<file path="config.mk">
export PLATFORM = sky130hd
export DESIGN_NAME = cpc_slave_flat
export DESIGN_NICKNAME = d
export VERILOG_FILES = /design/src/inc/cpc_pkg.sv /design/src/inc/cpc_if.sv /design/src/hdl/cpc_slave.sv /design/src/flat_wrapper.sv
export VERILOG_INCLUDE_DIRS = /design/src /design/src/inc
export SDC_FILE = /design/constraint.sdc
export NUM_CORES = 1
export LEC_CHECK = 0
export BUFFER_PORTS_ARGS = -buffer_cell sky130_fd_sc_hd__buf_4
export CAP_MARGIN = 20
export CORE_MARGIN = 2
export CORE_UTILIZATION = 52
export CTS_CLUSTER_DIAMETER = 200
export DETAILED_ROUTE_END_ITERATION = 8
export PLACE_DENSITY = 0.84
export SLEW_MARGIN = 20
export SYNTH_ARGS = -nofsm -noshare
export SYNTH_HDL_FRONTEND = slang
export SYNTH_SLANG_ARGS = --single-unit
</file>
<file path="constraint.sdc">
create_clock -name hclk -period 2.3 [get_ports hclk]
set_input_delay 0 -clock hclk [delete_from_list [all_inputs] [get_ports hclk]]
set_output_delay 0 -clock hclk [all_outputs]
set_load 0.005 [all_outputs]
</file>
<file path="src/inc/cpc_regs.svh">
// Purpose: named constants of the cyclic parameter channel
// Assumes: octet 0 of an area sits in the top bits of its vector
// Notes: definitions only
`ifndef CPC_REGS_SVH
`define CPC_REGS_SVH
// channel layout inside the 64-bit channel vector
`define CPC_SIG_HI 63
`define CPC_SIG_LO 48
`define CPC_CODE_HI 63
`define CPC_CODE_LO 60
`define CPC_RSVD_HI 59
`define CPC_RSVD_LO 56
`define CPC_SLOT_HI 55
`define CPC_SLOT_LO 48
`define CPC_IDX_HI 47
`define CPC_IDX_LO 40
`define CPC_VAL_HI 31
`define CPC_VAL_LO 0
`define CPC_ERR_HI 15
`define CPC_ERR_LO 0
// instruction codes, master to slave
`define CPC_I_NONE 4'h0
`define CPC_I_READ 4'h1
`define CPC_I_WR_WORD 4'h2
`define CPC_I_WR_DWORD 4'h3
`define CPC_I_WR_BYTE 4'ha
// response codes, slave to master
`define CPC_R_NONE 4'h0
`define CPC_R_WORD 4'h1
`define CPC_R_DWORD 4'h2
`define CPC_R_BYTE 4'hb
`define CPC_R_ERR 4'h7
// error numbers
`define CPC_E_UNDEF_SLOT 16'h0000
`define CPC_E_NOT_CHANGEABLE 16'h0001
`define CPC_E_RANGE 16'h0002
`define CPC_E_SUBINDEX 16'h0003
`define CPC_E_NO_ARRAY 16'h0004
`define CPC_E_DATA_TYPE 16'h0005
`define CPC_E_SET_NOT_ALLOWED 16'h0006
`define CPC_E_DESC_FIXED 16'h0007
`define CPC_E_ACCESS_GROUP 16'h000a
`define CPC_E_NO_SOVEREIGNTY 16'h000b
`define CPC_E_PASSWORD 16'h000c
`define CPC_E_TEXT 16'h000d
`define CPC_E_NAME 16'h000e
`define CPC_E_NO_TEXT_ARRAY 16'h000f
`define CPC_E_BAD_STATE 16'h0011
`define CPC_E_OTHER 16'h0012
`define CPC_E_NOT_CYCLIC 16'h0013
`define CPC_E_ALREADY 16'h00c9
`define CPC_E_CONFLICT 16'h00ca
// first parameter index; services count down from the one below
`define CPC_FIRST_PARAM_IDX 8'h10
// value masks
`define CPC_MASK_BYTE 32'h0000_00ff
`define CPC_MASK_WORD 32'h0000_ffff
// controller register byte offsets
`define CPC_OFS_CTRL 8'h00
`define CPC_OFS_INSTR 8'h04
`define CPC_OFS_WVAL 8'h08
`define CPC_OFS_STAT 8'h0c
`define CPC_OFS_RVAL 8'h10
// controller register fields
`define CPC_CTRL_START 0
`define CPC_CTRL_CHAN 1
`define CPC_INSTR_CODE_HI 15
`define CPC_INSTR_CODE_LO 12
`define CPC_INSTR_IDX_HI 23
`define CPC_INSTR_IDX_LO 16
`define CPC_INSTR_SLOT_HI 7
`define CPC_INSTR_SLOT_LO 0
`define CPC_TEL_CYC_DEF 16
`endif
</file>
<file path="src/inc/cpc_pkg.sv">
// Purpose: types shared by both ends of the parameter channel
// Assumes: nothing
// Notes: constants live in cpc_regs.svh
package cpc_pkg;
	typedef enum logic [1:0] {
		CPC_TYPE_WORD = 2'h0,
		CPC_TYPE_DWORD = 2'h1,
		CPC_TYPE_BYTE = 2'h2
	} cpc_type_t;
	typedef enum logic [2:0] {
		CPC_S_IDLE = 3'b001,
		CPC_S_BUSY = 3'b010,
		CPC_S_HOLD = 3'b100
	} cpc_sst_t;
	typedef enum logic [2:0] {
		CPC_M_IDLE = 3'b001,
		CPC_M_SEND = 3'b010,
		CPC_M_CLOSE = 3'b100
	} cpc_mst_t;
endpackage : cpc_pkg

</file>
<file path="src/inc/cpc_if.sv">
// Purpose: cyclic telegram link between bus master and slave
// Assumes: one telegram per tel_strobe pulse, answered by in_valid
// Notes: out_area is octets 0..7, in_area octets 0..15
`timescale 1ns/100ps
interface cpc_if;
	logic tel_strobe;
	logic out_present;
	logic [63:0] out_area;
	logic in_valid;
	logic [127:0] in_area;
	modport dev (input tel_strobe, input out_present, input out_area, output in_valid, output in_area);
	modport ctl (output tel_strobe, output out_present, output out_area, input in_valid, input in_area);
endinterface : cpc_if

</file>
<file path="src/hdl/cpc_slave.sv">
// Purpose: slave end of the cyclic parameter channel
// Assumes: user logic answers each parameter request once
// Notes: process data follow the channel when it is configured
//
// The address map and register access over AHB-Lite were left to the implementer.
`timescale 1ns/100ps
`include "cpc_regs.svh"
// Summary of operation
// - channel octets: signature, index, reserved, value
// - one instruction and one response per telegram
// - at most four value bytes per transfer
// - signature: code 15-12, reserved, slot 7-0
// - master codes 0,1,2,3,10
// - code 0 answered with code 0
// - read answers 1, 2 or 11 by type
// - write echoes value with 1, 2, 11
// - failed instruction answered with code 7
// - master repeats instruction until answered
// - slave repeats response until new instruction
// - zero instruction closes cycle before next
// - error number as INT16 in value octets
// - error numbers 0 to 7 defined
// - error numbers 10 to 19 defined
// - errors 201 already, 202 conflict
// - works without any output data
// - configuration selects channel and value format; the slave takes only chan_en, for the channel, and has no format setting
// - input area: channel, then process data
// - output area is the eight channel octets
// - parameters from index 16, services below
module cpc_slave import cpc_pkg::*; (
	input wire logic hclk, // system clock
	input wire logic hresetn, // async reset, active low
	cpc_if.dev link, // cyclic telegram link
	input wire logic chan_en, // channel configured
	input wire logic [63:0] proc_data, // process data, octet 0 on top
	output logic req_valid, // parameter request pending
	output logic req_write, // request is a write
	output cpc_type_t req_type, // write data type
	output logic req_service, // index addresses a service
	output logic [7:0] req_slot, // target slot
	output logic [7:0] req_index, // index within slot
	output logic [31:0] req_value, // write value
	input wire logic rsp_valid, // request finished
	input wire logic rsp_err, // request failed
	input wire logic [15:0] rsp_errnum, // error number on failure
	input wire cpc_type_t rsp_type, // read data type
	input wire logic [31:0] rsp_value // read value
);
	typedef struct packed {
		cpc_sst_t st;
		logic closed;
		logic [3:0] code;
		logic [7:0] slot;
		logic [7:0] idx;
		logic [31:0] val;
		logic [63:0] chan;
		logic in_valid;
		logic [127:0] in_area;
	} cpc_sstate_t;

	cpc_sstate_t s_q;
	cpc_sstate_t s_d;
	logic [3:0] in_code;
	logic legal;

	// trim a value to the width of its data type
	function automatic logic [31:0] cpc_trim(input cpc_type_t t, input logic [31:0] v);
		logic [31:0] r;
		r = v;
		if (t == CPC_TYPE_BYTE) begin
			r = v & `CPC_MASK_BYTE;
		end else if (t == CPC_TYPE_WORD) begin
			r = v & `CPC_MASK_WORD;
		end
		return r;
	endfunction : cpc_trim

	// response code for a data type
	function automatic logic [3:0] cpc_rcode(input cpc_type_t t);
		logic [3:0] r;
		r = `CPC_R_WORD;
		if (t == CPC_TYPE_DWORD) begin
			r = `CPC_R_DWORD;
		end else if (t == CPC_TYPE_BYTE) begin
			r = `CPC_R_BYTE;
		end
		return r;
	endfunction : cpc_rcode

	// data type named by a write instruction
	function automatic cpc_type_t cpc_wtype(input logic [3:0] c);
		cpc_type_t r;
		r = CPC_TYPE_WORD;
		if (c == `CPC_I_WR_DWORD) begin
			r = CPC_TYPE_DWORD;
		end else if (c == `CPC_I_WR_BYTE) begin
			r = CPC_TYPE_BYTE;
		end
		return r;
	endfunction : cpc_wtype

	// code field of the incoming signature
	assign in_code = link.out_area[`CPC_CODE_HI:`CPC_CODE_LO];
	// only the documented instruction codes are executed
	assign legal = (in_code == `CPC_I_READ) || (in_code == `CPC_I_WR_WORD) ||
		(in_code == `CPC_I_WR_DWORD) || (in_code == `CPC_I_WR_BYTE);

	// request towards the parameter store, held for the whole busy state
	assign req_valid = (s_q.st == CPC_S_BUSY);
	assign req_write = (s_q.code != `CPC_I_READ);
	assign req_type = cpc_wtype(s_q.code);
	// indices below the first parameter are services
	assign req_service = (s_q.idx < `CPC_FIRST_PARAM_IDX);
	assign req_slot = s_q.slot;
	assign req_index = s_q.idx;
	assign req_value = cpc_trim(cpc_wtype(s_q.code), s_q.val);
	assign link.in_valid = s_q.in_valid;
	assign link.in_area = s_q.in_area;

	// next state: instruction intake, response build, telegram answer
	always_comb begin
		s_d = s_q;
		s_d.in_valid = 1'b0;
		unique case (s_q.st)
			CPC_S_IDLE: begin
				// with no channel or no output data nothing is decoded
				if (link.tel_strobe && chan_en && link.out_present) begin
					// code 0 is answered with an all-zero channel, response code 0
					if (in_code == `CPC_I_NONE) begin
						s_d.closed = 1'b1;
						s_d.chan = '0;
					// a new cycle only opens after a zero instruction or after reset
					end else if (s_q.closed) begin
						s_d.closed = 1'b0;
						// reserved bits and octet are dropped here
						s_d.code = in_code;
						s_d.slot = link.out_area[`CPC_SLOT_HI:`CPC_SLOT_LO];
						s_d.idx = link.out_area[`CPC_IDX_HI:`CPC_IDX_LO];
						s_d.val = link.out_area[`CPC_VAL_HI:`CPC_VAL_LO];
						s_d.chan = '0;
						if (legal) begin
							s_d.st = CPC_S_BUSY;
						end else begin
							s_d.chan[`CPC_CODE_HI:`CPC_CODE_LO] = `CPC_R_ERR;
							s_d.chan[`CPC_SLOT_HI:`CPC_SLOT_LO] = link.out_area[`CPC_SLOT_HI:`CPC_SLOT_LO];
							s_d.chan[`CPC_IDX_HI:`CPC_IDX_LO] = link.out_area[`CPC_IDX_HI:`CPC_IDX_LO];
							s_d.chan[`CPC_ERR_HI:`CPC_ERR_LO] = `CPC_E_OTHER;
							s_d.st = CPC_S_HOLD;
						end
					end
				end
			end
			CPC_S_BUSY: begin
				if (rsp_valid) begin
					s_d.st = CPC_S_HOLD;
					// reserved bits go out as zero
					s_d.chan = '0;
					s_d.chan[`CPC_SLOT_HI:`CPC_SLOT_LO] = s_q.slot;
					s_d.chan[`CPC_IDX_HI:`CPC_IDX_LO] = s_q.idx;
					if (rsp_err) begin
						// failure code replaces the normal one
						s_d.chan[`CPC_CODE_HI:`CPC_CODE_LO] = `CPC_R_ERR;
						// signed error number in the last two octets
						s_d.chan[`CPC_ERR_HI:`CPC_ERR_LO] = rsp_errnum;
					end else if (s_q.code == `CPC_I_READ) begin
						// read answer coded by parameter type
						s_d.chan[`CPC_CODE_HI:`CPC_CODE_LO] = cpc_rcode(rsp_type);
						s_d.chan[`CPC_VAL_HI:`CPC_VAL_LO] = cpc_trim(rsp_type, rsp_value);
					end else begin
						// write echoed with the matching code
						s_d.chan[`CPC_CODE_HI:`CPC_CODE_LO] = cpc_rcode(cpc_wtype(s_q.code));
						s_d.chan[`CPC_VAL_HI:`CPC_VAL_LO] = cpc_trim(cpc_wtype(s_q.code), s_q.val);
					end
				end
			end
			CPC_S_HOLD: begin
				// response stands until the master moves on
				if (link.tel_strobe && chan_en && link.out_present && (in_code == `CPC_I_NONE)) begin
					s_d.st = CPC_S_IDLE;
					s_d.closed = 1'b1;
					s_d.chan = '0;
				end
			end
			default: begin
				s_d.st = CPC_S_IDLE;
			end
		endcase
		// one response per telegram, registered with the answer
		if (link.tel_strobe) begin
			s_d.in_valid = 1'b1;
			// channel first when configured, process data after it
			if (chan_en) begin
				// octets 0..7 channel, standard telegram behind
				s_d.in_area = {s_d.chan, proc_data};
			end else begin
				// without a channel the process data start at octet 0
				s_d.in_area = {proc_data, 64'h0000_0000_0000_0000};
			end
		end
	end

	// state register
	always_ff @(posedge hclk or negedge hresetn) begin
		if (!hresetn) begin
			s_q <= '{st: CPC_S_IDLE, closed: 1'b1, code: 4'h0, slot: 8'h00, idx: 8'h00,
				val: 32'h0000_0000, chan: 64'h0, in_valid: 1'b0, in_area: 128'h0};
		end else begin
			s_q <= s_d;
		end
	end
endmodule : cpc_slave

</file>
<file path="src/flat_wrapper.sv">
// flat-port wrapper written by rule: the top's interface ports become plain ports
module cpc_slave_flat import cpc_pkg::*;
  (hclk, hresetn, chan_en, proc_data, req_valid, req_write, req_type, req_service, req_slot, req_index, req_value, rsp_valid, rsp_err, rsp_errnum, rsp_type, rsp_value, link_tel_strobe, link_out_present, link_out_area, link_in_valid, link_in_area);
  cpc_if link_i ();
  input wire logic hclk;
  input wire logic hresetn;
  input wire logic chan_en;
  input wire logic [63:0] proc_data;
  output logic req_valid;
  output logic req_write;
  output cpc_type_t req_type;
  output logic req_service;
  output logic [7:0] req_slot;
  output logic [7:0] req_index;
  output logic [31:0] req_value;
  input wire logic rsp_valid;
  input wire logic rsp_err;
  input wire logic [15:0] rsp_errnum;
  input wire cpc_type_t rsp_type;
  input wire logic [31:0] rsp_value;
  input wire logic [$bits(link_i.tel_strobe)-1:0] link_tel_strobe;
  input wire logic [$bits(link_i.out_present)-1:0] link_out_present;
  input wire logic [$bits(link_i.out_area)-1:0] link_out_area;
  output wire logic [$bits(link_i.in_valid)-1:0] link_in_valid;
  output wire logic [$bits(link_i.in_area)-1:0] link_in_area;
  assign link_i.tel_strobe = link_tel_strobe;
  assign link_i.out_present = link_out_present;
  assign link_i.out_area = link_out_area;
  assign link_in_valid = link_i.in_valid;
  assign link_in_area = link_i.in_area;
  cpc_slave u_core (.hclk(hclk), .hresetn(hresetn), .link(link_i), .chan_en(chan_en), .proc_data(proc_data), .req_valid(req_valid), .req_write(req_write), .req_type(req_type), .req_service(req_service), .req_slot(req_slot), .req_index(req_index), .req_value(req_value), .rsp_valid(rsp_valid), .rsp_err(rsp_err), .rsp_errnum(rsp_errnum), .rsp_type(rsp_type), .rsp_value(rsp_value));
endmodule
</file>
==> metrics.txt, run 1 <==
# TYPE chip_impl_metric gauge
chip_impl_metric{name="grt.total_usage",unit="%"} 32.38
chip_impl_metric{name="clock_insertion_delay_worst_skew",unit="ps"} 540
chip_impl_metric{name="floorplan.die_area",unit="um^2"} 24820
chip_impl_info{name="path_class",value="flip-flop to flip-flop"} 1
chip_impl_metric{name="slew_headroom",unit="%"} 47.85
chip_impl_metric{name="gr-total-overflow",unit=""} 0
chip_impl_metric{name="antenna_left",unit=""} 0
chip_impl_metric{name="synth.yosys.seq_area_share",unit="%"} 50.85
chip_impl_info{name="synth.largest_area_cell",value="dfrtp_1"} 1
chip_impl_metric{name="static-leakage-power",unit="nW"} 8.281
chip_impl_metric{name="die_width",unit="um"} 157.5
chip_impl_metric{name="port-buffer-count",unit=""} 354
chip_impl_metric{name="yosysWarningCount",unit=""} 0
chip_impl_metric{name="wl_per_cell",unit="um"} 21.68
chip_impl_metric{name="first_iter_violations",unit=""} 1164
chip_impl_metric{name="fmax",unit="MHz"} 439.0
chip_impl_metric{name="power",unit="mW"} 11.61
chip_impl_metric{name="power_switching_share",unit="%"} 26.81
chip_impl_metric{name="cts.sinks",unit=""} 249
chip_impl_metric{name="cp_data_required_time",unit="ps"} 2770
chip_impl_metric{name="max_cap_violations",unit=""} 0
chip_impl_metric{name="clk_transition_reported_paths",unit="ps"} 60
chip_impl_metric{name="comb_power_share",unit="%"} 17.8
chip_impl_metric{name="via_per_inst",unit=""} 5.991
chip_impl_metric{name="p_int",unit="mW"} 8.495
chip_impl_metric{name="number_of_antenna_violations_at_the_first_check_in_global_routing",unit=""} 1
chip_impl_metric{name="timing.final.crit_period",unit="ps"} 2278
chip_impl_metric{name="syn_inst",unit=""} 1224
chip_impl_metric{name="first_global_vias",unit=""} 11508
chip_impl_metric{name="syn_to_final_growth",unit="%"} 35.81
chip_impl_info{name="clock_tree_from_tritoncts",value="yes"} 1
chip_impl_info{name="min_path_type",value="input port to async pin"} 1
chip_impl_metric{name="mappedNetlistNets",unit=""} 1413
chip_impl_metric{name="min_period_over_period",unit="%"} 99.04
chip_impl_metric{name="share_of_layout_cells_above_drive_strength_1",unit="%"} 31.50
chip_impl_metric{name="first_pass_iters",unit=""} 9
chip_impl_metric{name="post-place-cells",unit=""} 1693
chip_impl_metric{name="route.final.wire_length",unit="mm"} 41.29
chip_impl_metric{name="initial_core_util",unit="%"} 52.54
chip_impl_metric{name="cellPowerDensity",unit="nW/um^2"} 697.2
chip_impl_metric{name="final.fill_count",unit=""} 1506
chip_impl_metric{name="synth_largest_type_area_fraction",unit="%"} 50.42
chip_impl_metric{name="non_filler_instance_count_after_layout",unit=""} 1904
chip_impl_metric{name="placeableCoreArea",unit="um^2"} 23330
chip_impl_metric{name="grt_start_max_net_pins",unit=""} 81
chip_impl_metric{name="synth-async-reset-ratio",unit="%"} 100.0
chip_impl_metric{name="final.hold.worst_slack",unit="ps"} 19.40
chip_impl_info{name="startpoint_type",value="flip-flop"} 1
chip_impl_metric{name="final-hold-violation-count",unit=""} 0
chip_impl_metric{name="ys_seq_elements",unit=""} 249
chip_impl_metric{name="clock_tree.buffer_depth",unit=""} 3
chip_impl_info{name="synth-main-ff-cell",value="dfrtp_1"} 1
chip_impl_metric{name="num_rows",unit=""} 56
chip_impl_info{name="cts.root.buffer_cell",value="clkbuf_16"} 1
chip_impl_metric{name="vdd.ir_drop.worst",unit="V"} 0.0006081
chip_impl_metric{name="share_seq_of_total_power",unit="%"} 44.3
chip_impl_metric{name="fin_nets",unit=""} 1752
chip_impl_info{name="synthTopCellsByArea",value="dfrtp_1, buf_4, mux2_2"} 1
chip_impl_metric{name="total_number_of_vias",unit=""} 11407
chip_impl_metric{name="gp_congestion",unit=""} 0.8850
chip_impl_metric{name="ioPinCount",unit=""} 367
chip_impl_metric{name="dieHeight",unit="um"} 157.5
chip_impl_info{name="status",value="finished clean"} 1
chip_impl_metric{name="p_sw",unit="mW"} 3.112
chip_impl_metric{name="slew_of_the_pin_with_the_lowest_slew_margin",unit="ps"} 782.3
chip_impl_metric{name="timing.clock.skew",unit="ps"} 20.70
chip_impl_metric{name="timing.critical_path.fanout_max",unit=""} 25
chip_impl_metric{name="place.detailed.hpwl",unit="mm"} 23.27
chip_impl_metric{name="post-route-drc-count",unit=""} 0
chip_impl_metric{name="final-setup-viol-count",unit=""} 0
chip_impl_metric{name="cts-htree-levels",unit=""} 1
chip_impl_metric{name="ys_types",unit=""} 60
chip_impl_metric{name="grt_pass1_wl",unit="mm"} 62.69
chip_impl_metric{name="synth-edff-count",unit=""} 0
chip_impl_metric{name="power.clock.fraction",unit="%"} 37.9
chip_impl_info{name="end_kind",value="flip-flop"} 1
chip_impl_metric{name="report.final.slew_viol_count",unit=""} 0
chip_impl_metric{name="post_synth_instance_area",unit="um^2"} 12260
chip_impl_metric{name="critPathArrivalTime",unit="ps"} 2750
chip_impl_metric{name="numCtsBuffers",unit=""} 27
chip_impl_metric{name="post_synthesis_area_per_instance",unit="um^2"} 10.02
[cell usage in the layout, fill, tap and decap left out, types with 2 or more instances in the layout]
master and instances:
mux2i_1 7, dfstp_2 2, o21ai_0 72, nand2b_1 3, clkbuf_8 10, and3_1 2, buf_4 371, o211ai_1 2
nand3_1 13, a221oi_1 20, nor2_1 73, mux2_2 51, clkinv_2 5, a22oi_1 3, a21oi_1 36, inv_2 2
nand2_2 2, nor3b_2 2, clkbuf_16 27, a31oi_1 26, o221ai_1 2, ha_1 4, o2111ai_1 2, a221oi_2 2
buf_12 7, and2_2 2, a32oi_1 16, a21o_1 33, o22ai_1 51, and2_1 37, nand2_1 96, clkbuf_1 5
dlygate4sd3_1 160, a211oi_1 37, dfrtp_1 247, a222oi_1 14, inv_1 93, nor2b_1 15
[critical path, stage by stage, from the launching register on]
cell and delay [ps]:
dfrtp_1 450, nor4b_4 410, buf_4 390, a31oi_1 150, a221oi_1 510, a211oi_1 140
nor2_1 130
[state kept, by name, indices dropped and copies added (netlist names)]
name                  cells
u_core.link.in_area     128
u_core.link.in_valid      1
u_core.req_index          8
u_core.req_slot           8
u_core.s_q              104
[cells in the mapped netlist, types with 2 or more instances]
| cell | instances |
|---|---|
| a211oi_1 | 37 |
| nor2b_1 | 15 |
| mux2_2 | 51 |
| mux2i_1 | 7 |
| o211ai_1 | 2 |
| nor2_2 | 2 |
| o22ai_1 | 51 |
| a32oi_1 | 16 |
| and3_1 | 2 |
| a221oi_1 | 22 |
| nand2_1 | 97 |
| o21ai_0 | 72 |
| a21oi_1 | 36 |
| dfrtp_1 | 247 |
| a222oi_1 | 14 |
| a22oi_1 | 3 |
| a21o_1 | 33 |
| dfstp_2 | 2 |
| buf_6 | 6 |
| o2111ai_1 | 2 |
| buf_2 | 15 |
| inv_1 | 93 |
| buf_4 | 155 |
| nor3b_1 | 2 |
| nor2_1 | 73 |
| and2_1 | 38 |
| clkbuf_1 | 53 |
| nand3_1 | 13 |
| ha_1 | 4 |
| a31oi_1 | 26 |
| nand2b_1 | 4 |
| inv_2 | 2 |
| o221ai_1 | 2 |
[final timing paths]
check                                             from                                  end  slack [ps]  cells past startpoint
min in group hclk                              chan_en          u_core.s_q[245]$_DFFE_PN1P_          20                      5
max                        u_core.s_q[242]$_DFFE_PN0P_  u_core.link.in_area[75]$_DFFE_PN0P_          20                      6
max in group asynchronous                      hresetn          u_core.s_q[246]$_DFFE_PN1P_        1400                      3
min reg2reg                  u_core.s_q[169]$_DFF_PN0_            u_core.s_q[169]$_DFF_PN0_         470                      2
max reg2reg                u_core.s_q[242]$_DFFE_PN0P_  u_core.link.in_area[75]$_DFFE_PN0P_          20                      6
min                                            hresetn   u_core.link.in_area[5]$_DFFE_PN0P_          20                      2
[metal layers]
metal	share of wire, %	vias up	global-route usage [%]
li1	-	4777	-
met1	35	5496	37.63
met4	6.8	0	19.18
met2	49	886	55.60
met5	0	-	0
met3	8.6	248	6.305
[stage by stage]
| step | setup slack [ps] | util [%] | setup TNS, ps | instance area (um^2) |
|---|---|---|---|---|
| 3_5_place_dp | 167.7 | 60.52 | 0 | 14120 |
| 6_report | 22.14 | 71.36 | 0 | 16650 |
| 4_1_cts | 97.43 | 71.26 | 0 | 16630 |
| 2_1_floorplan | 276.1 | - | 0 | 12260 |
| 5_1_grt | -21.92 | 71.36 | -21.92 | 16650 |
| 3_3_place_gp | 231.4 | 60.52 | 0 | 14120 |
[power groups by stage]
stage                     clock network, mW  registers [mW]  logic (mW)
after detailed placement                  0            5.17        1.73
after global routing                   4.63            5.18        2.21
final                                  4.40            5.15        2.06
after floorplan                           0            5.07        1.08
after CTS                              4.41            5.10        1.97
after global placement                    0            5.15        1.68
[final cells by class]
| class | instances | area, um^2 | share of cell area, % |
|---|---|---|---|
| inverters | 96 | 360.3 | 2.164 |
| well taps | 319 | 399.1 | 2.397 |
| multi-input cells | 649 | 4197 | 25.20 |
| clock inverters | 8 | 72.57 | 0.4359 |
| repair buffers | 540 | 4553 | 27.35 |
| clock buffers | 42 | 832.0 | 4.997 |
| flip-flops and latches | 249 | 6233 | 37.44 |
| diodes | 1 | 2.502 | 0.01503 |
[cell families after synthesis]
| family | count (synthesis) | synth area share (%) |
|---|---|---|
| buf+inv | 326 | 15.25 |
| xor+xnor | 1 | 0.07146 |
| fa+ha+maj | 4 | 0.4083 |
| mux | 58 | 5.256 |
| compound gates | 324 | 17.74 |
| simple gates | 262 | 10.43 |
| flops | 249 | 50.85 |
[repair_timing]
item / in CTS / in global routing
buffers inserted: 0 / 0
hold buffers: 160 / 0
hold endpoints to repair: 482 / 0
gates resized for setup: 0 / 4
setup endpoints to repair: 0 / 52
No activity file was read; power rests on OpenSTA's default activity.
==> run 2: changes to the inputs <==
Settings changed: CORE_UTILIZATION 52 to 54, CTS_BUF_LIST set to sky130_fd_sc_hd__clkbuf_8, PLACE_DENSITY 0.84 to 0.87.
==> run 2 against run 1 <==
  * Sequential share of layout area grew 0.15 points
  * Critical path depth grew 1
  * Setup slack gained 47 ps
  * Clock-buffer cell count grew 13
  * Flip-flop and latch count is the same
  * Fmax grew 2.1%
  * Sequential power is essentially flat
  * Die area shrank 3.6%
  * Largest cell class unchanged
  * Largest power group unchanged
==> metrics.txt, run 2 (synthesis results as in run 1) <==
# TYPE chip_impl_metric gauge
chip_impl_info{name="status",value="finished clean"} 1
chip_impl_info{name="cpLargestDelayFamily",value="flip-flops"} 1
chip_impl_metric{name="final-setup-viol-count",unit=""} 0
chip_impl_metric{name="route.final.wire_length",unit="mm"} 41.45
chip_impl_metric{name="grt.total_usage",unit="%"} 34.19
chip_impl_metric{name="timing.setup.tns",unit="ps"} 0
chip_impl_info{name="regToRegEndpoint",value="u_core.link.in_area[110]$_DFFE_PN0P_"} 1
chip_impl_metric{name="number_of_antenna_violations_at_the_first_check_in_global_routing",unit=""} 4
chip_impl_metric{name="gr-total-overflow",unit=""} 0
chip_impl_info{name="critical_path.reg2reg.startpoint",value="u_core.s_q[246]$_DFFE_PN1P_"} 1
chip_impl_metric{name="final-hold-violation-count",unit=""} 0
chip_impl_metric{name="path_depth",unit=""} 7
chip_impl_metric{name="hold-path-cell-count",unit=""} 4
chip_impl_metric{name="antenna_left",unit=""} 0
chip_impl_metric{name="max_stage_delay",unit="ps"} 620
chip_impl_metric{name="first_pass_iters",unit=""} 9
chip_impl_metric{name="critPathBufInv",unit=""} 2
chip_impl_metric{name="vdd.ir_drop.worst",unit="V"} 0.0004910
chip_impl_metric{name="largest_reg_flops",unit=""} 128
chip_impl_metric{name="num_rows",unit=""} 55
chip_impl_info{name="cts.root.buffer_cell",value="clkbuf_8"} 1
chip_impl_metric{name="fmax",unit="MHz"} 448.2
chip_impl_metric{name="initial_core_util",unit="%"} 54.65
chip_impl_metric{name="first_global_vias",unit=""} 11898
chip_impl_metric{name="power",unit="mW"} 11.20
chip_impl_metric{name="max_cap_violations",unit=""} 0
chip_impl_info{name="end_kind",value="flip-flop"} 1
chip_impl_info{name="hold_start",value="rsp_value[7]"} 1
chip_impl_metric{name="place.detailed.hpwl",unit="mm"} 24.04
chip_impl_metric{name="cellPowerDensity",unit="nW/um^2"} 675.2
chip_impl_metric{name="die_width",unit="um"} 154.7
chip_impl_metric{name="numCtsBuffers",unit=""} 42
chip_impl_info{name="startpoint_type",value="flip-flop"} 1
chip_impl_metric{name="critPathArrivalTime",unit="ps"} 2620
chip_impl_info{name="layout_commonest_cell",value="buf_4"} 1
chip_impl_metric{name="timing.final.crit_period",unit="ps"} 2231
chip_impl_info{name="crit_path_top_delay_cell",value="dfstp_2"} 1
chip_impl_metric{name="final.setup.worst_slack",unit="ps"} 68.85
chip_impl_metric{name="total_number_of_vias",unit=""} 11410
chip_impl_metric{name="min_period_over_period",unit="%"} 97.01
chip_impl_metric{name="syn_to_final_growth",unit="%"} 35.26
chip_impl_metric{name="port-buffer-count",unit=""} 354
chip_impl_metric{name="placeableCoreArea",unit="um^2"} 22430
chip_impl_metric{name="cp_data_required_time",unit="ps"} 2690
chip_impl_metric{name="clock_insertion_delay_worst_skew",unit="ps"} 550
chip_impl_metric{name="fin_nets",unit=""} 1772
chip_impl_info{name="top_library_cells_by_usage_in_the_layout_fill_and_taps_aside",value="buf_4, dfrtp_1, dlygate4sd3_1, inv_1, nand2_1"} 1
chip_impl_metric{name="slew_of_the_pin_with_the_lowest_slew_margin",unit="ps"} 673.6
chip_impl_metric{name="non_filler_instance_count_after_layout",unit=""} 1903
chip_impl_metric{name="final.hold.worst_slack",unit="ps"} 28.94
chip_impl_metric{name="clock_tree.buffer_depth",unit=""} 3
chip_impl_metric{name="first_iter_violations",unit=""} 1043
chip_impl_metric{name="dieHeight",unit="um"} 154.7
chip_impl_metric{name="gp_congestion",unit=""} 0.8992
chip_impl_metric{name="timing.critical_path.fanout_max",unit=""} 30
chip_impl_metric{name="post-place-cells",unit=""} 1665
chip_impl_metric{name="worst-r2r-setup-slack",unit="ps"} 70
chip_impl_metric{name="share_of_layout_cells_above_drive_strength_1",unit="%"} 32.24
chip_impl_metric{name="via_per_inst",unit=""} 5.996
chip_impl_metric{name="grt_start_max_net_pins",unit=""} 78
chip_impl_metric{name="ff2ff_path_depth",unit=""} 7
chip_impl_metric{name="static-leakage-power",unit="nW"} 8.340
chip_impl_metric{name="report.final.slew_viol_count",unit=""} 0
chip_impl_metric{name="cts.sinks",unit=""} 249
chip_impl_metric{name="slew_headroom",unit="%"} 55.09
chip_impl_metric{name="floorplan.die_area",unit="um^2"} 23920
chip_impl_metric{name="ioPinCount",unit=""} 367
chip_impl_metric{name="clk_transition_reported_paths",unit="ps"} 70
chip_impl_info{name="clock_tree_from_tritoncts",value="yes"} 1
chip_impl_metric{name="cts-htree-levels",unit=""} 2
chip_impl_metric{name="timing.clock.skew",unit="ps"} 27.95
chip_impl_metric{name="dp_worst_setup_slack",unit="ps"} 116.7
chip_impl_info{name="cp_cell_sequence",value="nand2b_4, or2_4, inv_2, and2_1, buf_4, a221oi_1, a21oi_1"} 1
chip_impl_info{name="endpoint_with_the_worst_hold_slack",value="u_core.s_q[136]$_DFF_PN0_"} 1
chip_impl_metric{name="grt_pass1_wl",unit="mm"} 64.39
chip_impl_info{name="min_path_type",value="input port to flip-flop"} 1
chip_impl_metric{name="post-route-drc-count",unit=""} 0
chip_impl_metric{name="wl_per_cell",unit="um"} 21.78
chip_impl_info{name="path_class",value="flip-flop to flip-flop"} 1
-- run 2: cell count changes in the layout (fill, tap and decap cells not counted), moves of 2 or more --
cell and delta:
clkbuf_8 +45, diode_2 +4, clkbuf_1 -5, inv_1 +14, clkbuf_16 -27, dlygate4sd3_1 -2
buf_4 +8, clkinv_2 -2
-- run 2: worst max path at each step --
stage	from	end	slack [ps]
after floorplan	u_core.s_q[246]$_DFFE_PN1P_	u_core.req_index[0]$_DFFE_PN0P_	280
after global routing	u_core.s_q[246]$_DFFE_PN1P_	u_core.link.in_area[110]$_DFFE_PN0P_	-2
after detailed placement	u_core.s_q[246]$_DFFE_PN1P_	u_core.s_q[219]$_DFFE_PN0P_	120
final	u_core.s_q[246]$_DFFE_PN1P_	u_core.link.in_area[110]$_DFFE_PN0P_	70
after CTS	u_core.s_q[244]$_DFFE_PN0P_	req_value[30]	20
after global placement	u_core.s_q[246]$_DFFE_PN1P_	u_core.req_index[0]$_DFFE_PN0P_	210
-- run 2: layout make-up --
class                           count  area, um^2
Timing Repair Buffer              545        4582
Tap cell                          285       356.6
Inverter                           96       360.3
Antenna cell                        5       12.51
Clock inverter                     19       86.33
Sequential cell                   249        6233
Clock buffer                       55       757.0
Fill cell                        1365        5852
Multi-Input combinational cell    649        4194
-- run 2: worst register-to-register path, delay by kind of cell (launching register included) --
family,cells,cell delay (ps)
buf+inv,2,330
simple gates,3,500
compound gates,2,630
flops,1,620
-- run 2: report_power, final --
group	internal [mW]	switching, mW	total [mW]
registers	4.79	0.339	5.13
logic	1.12	0.949	2.06
clock network	2.14	1.86	4.00
total	8.05	3.15	11.2
-- run 2: stage by stage --
stage	util [%]	area (um^2)
after floorplan	-	12260
after global placement	62.95	14120
after detailed placement	62.95	14120
after CTS	73.76	16550
after global routing	73.90	16580
final	73.92	16580
-- run 2: metal layers --
layer	routed length [um]	global-route usage (%)	up-vias
met2	20100	56.65	843
met5	0	0	-
met1	14700	39.88	5479
met3	3448	6.556	273
li1	-	-	4815
met4	3209	24.91	0
-- run 2: repair_timing --
action,CTS,global route
setup endpoints to repair,0,80
hold buffers,158,0
gates resized for setup,0,3
hold endpoints to repair,434,0
setup buffers,0,1
==> run 3: changes to the inputs <==
Settings changed: CORE_MARGIN 2 to 4, CORE_UTILIZATION 54 to 40, PLACE_DENSITY 0.87 to 0.69.
==> run 3 against run 2 <==
  * Global-route usage shrank 12 points
  * Final area grew 1.6%
  * Final cell count grew 5.9%
  * Highest routed layer unchanged
==> metrics.txt, run 3 (synthesis results as in run 1) <==
# TYPE chip_impl_metric gauge
chip_impl_metric{name="share_of_layout_cells_above_drive_strength_1",unit="%"} 32.62
chip_impl_metric{name="syn_to_final_growth",unit="%"} 37.42
chip_impl_info{name="clock_tree_from_tritoncts",value="yes"} 1
chip_impl_metric{name="max_stage_delay",unit="ps"} 600
chip_impl_metric{name="fmax",unit="MHz"} 461.2
chip_impl_metric{name="slew_headroom",unit="%"} 49.08
chip_impl_metric{name="floorplan.die_area",unit="um^2"} 33510
chip_impl_metric{name="initial_core_util",unit="%"} 40.93
chip_impl_info{name="top_library_cells_by_usage_in_the_layout_fill_and_taps_aside",value="buf_4, dfrtp_1, dlygate4sd3_1, inv_1, nand2_1"} 1
chip_impl_metric{name="final-setup-viol-count",unit=""} 0
chip_impl_metric{name="timing.setup.tns",unit="ps"} 0
chip_impl_metric{name="cts.sinks",unit=""} 249
chip_impl_metric{name="first_pass_iters",unit=""} 8
chip_impl_metric{name="vdd.ir_drop.worst",unit="V"} 0.0004647
chip_impl_info{name="status",value="finished clean"} 1
chip_impl_metric{name="critPathArrivalTime",unit="ps"} 2590
chip_impl_metric{name="first_iter_violations",unit=""} 703
chip_impl_metric{name="cts-htree-levels",unit=""} 2
chip_impl_metric{name="timing.clock.skew",unit="ps"} 17.66
chip_impl_metric{name="port-buffer-count",unit=""} 354
chip_impl_metric{name="total_number_of_vias",unit=""} 10507
chip_impl_metric{name="cellPowerDensity",unit="nW/um^2"} 666.5
chip_impl_metric{name="dieHeight",unit="um"} 183.1
chip_impl_metric{name="via_per_inst",unit=""} 5.212
chip_impl_metric{name="place.detailed.hpwl",unit="mm"} 25.19
chip_impl_metric{name="grt_start_max_net_pins",unit=""} 76
chip_impl_metric{name="clk_transition_reported_paths",unit="ps"} 60
chip_impl_metric{name="gp_congestion",unit=""} 0.8564
chip_impl_metric{name="final-hold-violation-count",unit=""} 0
chip_impl_metric{name="clock_insertion_delay_worst_skew",unit="ps"} 540
chip_impl_metric{name="number_of_antenna_violations_at_the_first_check_in_global_routing",unit=""} 0
chip_impl_info{name="crit_path_top_delay_cell",value="dlygate4sd3_1"} 1
chip_impl_metric{name="report.final.slew_viol_count",unit=""} 0
chip_impl_metric{name="postLayoutCoreUtil",unit="%"} 56.24
chip_impl_metric{name="num_rows",unit=""} 63
chip_impl_metric{name="static-leakage-power",unit="nW"} 8.410
chip_impl_metric{name="grt.total_usage",unit="%"} 22.02
chip_impl_metric{name="cp_data_required_time",unit="ps"} 2720
chip_impl_metric{name="max_cap_violations",unit=""} 0
chip_impl_metric{name="min_period_over_period",unit="%"} 94.27
chip_impl_metric{name="fin_nets",unit=""} 1780
chip_impl_metric{name="route.final.wire_length",unit="mm"} 38.27
chip_impl_metric{name="final.fill_count",unit=""} 2518
chip_impl_metric{name="antenna_left",unit=""} 0
chip_impl_metric{name="timing.final.crit_period",unit="ps"} 2168
chip_impl_metric{name="die_width",unit="um"} 183.1
chip_impl_info{name="rsz0062_at_grt",value="false"} 1
chip_impl_info{name="min_path_type",value="input port to async pin"} 1
chip_impl_metric{name="clock_tree.buffer_depth",unit=""} 3
chip_impl_info{name="path_class",value="flip-flop to flip-flop"} 1
chip_impl_metric{name="numCtsBuffers",unit=""} 45
chip_impl_metric{name="wl_per_cell",unit="um"} 18.98
chip_impl_metric{name="timing.critical_path.fanout_max",unit=""} 5
chip_impl_info{name="layout_commonest_cell",value="buf_4"} 1
chip_impl_info{name="cp_cell_sequence",value="nor4b_4, mux2i_1, o221ai_1, dlygate4sd3_1, o2bb2ai_2, a21o_1"} 1
chip_impl_info{name="cts.root.buffer_cell",value="clkbuf_8"} 1
chip_impl_info{name="startpoint_type",value="flip-flop"} 1
chip_impl_metric{name="first_global_vias",unit=""} 10996
chip_impl_metric{name="gr-total-overflow",unit=""} 0
chip_impl_metric{name="largest_reg_flops",unit=""} 128
chip_impl_metric{name="ioPinCount",unit=""} 367
chip_impl_metric{name="slew_of_the_pin_with_the_lowest_slew_margin",unit="ps"} 763.8
chip_impl_metric{name="placeableCoreArea",unit="um^2"} 29950
chip_impl_metric{name="grt_pass1_wl",unit="mm"} 60.17
chip_impl_info{name="end_kind",value="flip-flop"} 1
chip_impl_metric{name="post-route-drc-count",unit=""} 0
## run 3: changes by cell type in the layout (fill, tap and decap cells not counted), moves of 2 or more
cell	change
diode_2	-4
buf_12	+3
dfrtp_2	+2
dfrtp_1	-2
buf_4	-2
clkinv_2	+5
clkbuf_8	+3
dlygate4sd3_1	+4
## run 3: path summary, 6_finish.rpt
kind | startpoint | to | slack, ps | cells after the start
min reg2reg | u_core.s_q[169]$_DFF_PN0_ | u_core.s_q[169]$_DFF_PN0_ | 470 | 2
min | hresetn | u_core.s_q[207]$_DFFE_PN0P_ | 40 | 2
max reg2reg | u_core.s_q[243]$_DFFE_PN0P_ | u_core.link.in_area[64]$_DFFE_PN0P_ | 130 | 6
max in group asynchronous | hresetn | u_core.link.in_area[120]$_DFFE_PN0P_ | 1520 | 3
min in group hclk | rsp_value[9] | u_core.s_q[138]$_DFF_PN0_ | 40 | 4
max | u_core.s_q[243]$_DFFE_PN0P_ | u_core.link.in_area[64]$_DFFE_PN0P_ | 130 | 6
## run 3: metrics by stage
stage               area (um^2)  setup slack [ps]  cells  hold WS (ps)  total power, mW
detailed placement        14300             98.79   1771         33.02            6.943
floorplan                 12260             276.1   1224        -295.6            6.149
CTS                       16820             49.26   2014         6.503            11.35
finish                    16850             131.8   2016         37.81            11.23
global placement          14300             180.4   1771         32.91            6.894
global route              16840             31.62   2015         17.24            11.81
## run 3: critical path: cells and delay by family, from the launching register on
kind	cells	cell delay, ps
mux	1	220
compound gates	3	420
flops	1	450
buf+inv	1	600
simple gates	1	360
## run 3: metal layers
| metal | vias to the layer above | global-route usage (%) | wire [um] |
|---|---|---|---|
| met5 | - | 0 | 0 |
| met4 | 0 | 9.237 | 1611 |
| met3 | 98 | 4.562 | 2766 |
| met2 | 494 | 36.92 | 18430 |
| met1 | 5074 | 27.84 | 15460 |
| li1 | 4841 | - | - |
## run 3: what timing repair did
item	in CTS	in global routing
gates resized for setup	1	4
pin swaps	0	1
endpoints found under the hold margin	482	0
buffers inserted	0	1
endpoints found under the setup margin	1	67
gates cloned	0	0
hold buffers	162	0
## run 3: where the power goes
part	internal [mW]	total [mW]	leakage [nW]	switching, mW
logic	1.13	2.02	4.65	0.891
clock network	2.26	4.10	0.523	1.84
registers	4.80	5.11	3.23	0.317
## run 3: area by class of cell
type,instances,area (um^2),area share [%]
sequential,249,6236,37.02
clock inverter,23,100.1,0.5942
clock buffer,58,798.3,4.739
antenna,1,2.502,0.01485
tap,390,488.0,2.897
multi-input combinational,649,4194,24.90
inverter,96,360.3,2.139
timing repair buffer,550,4667,27.70
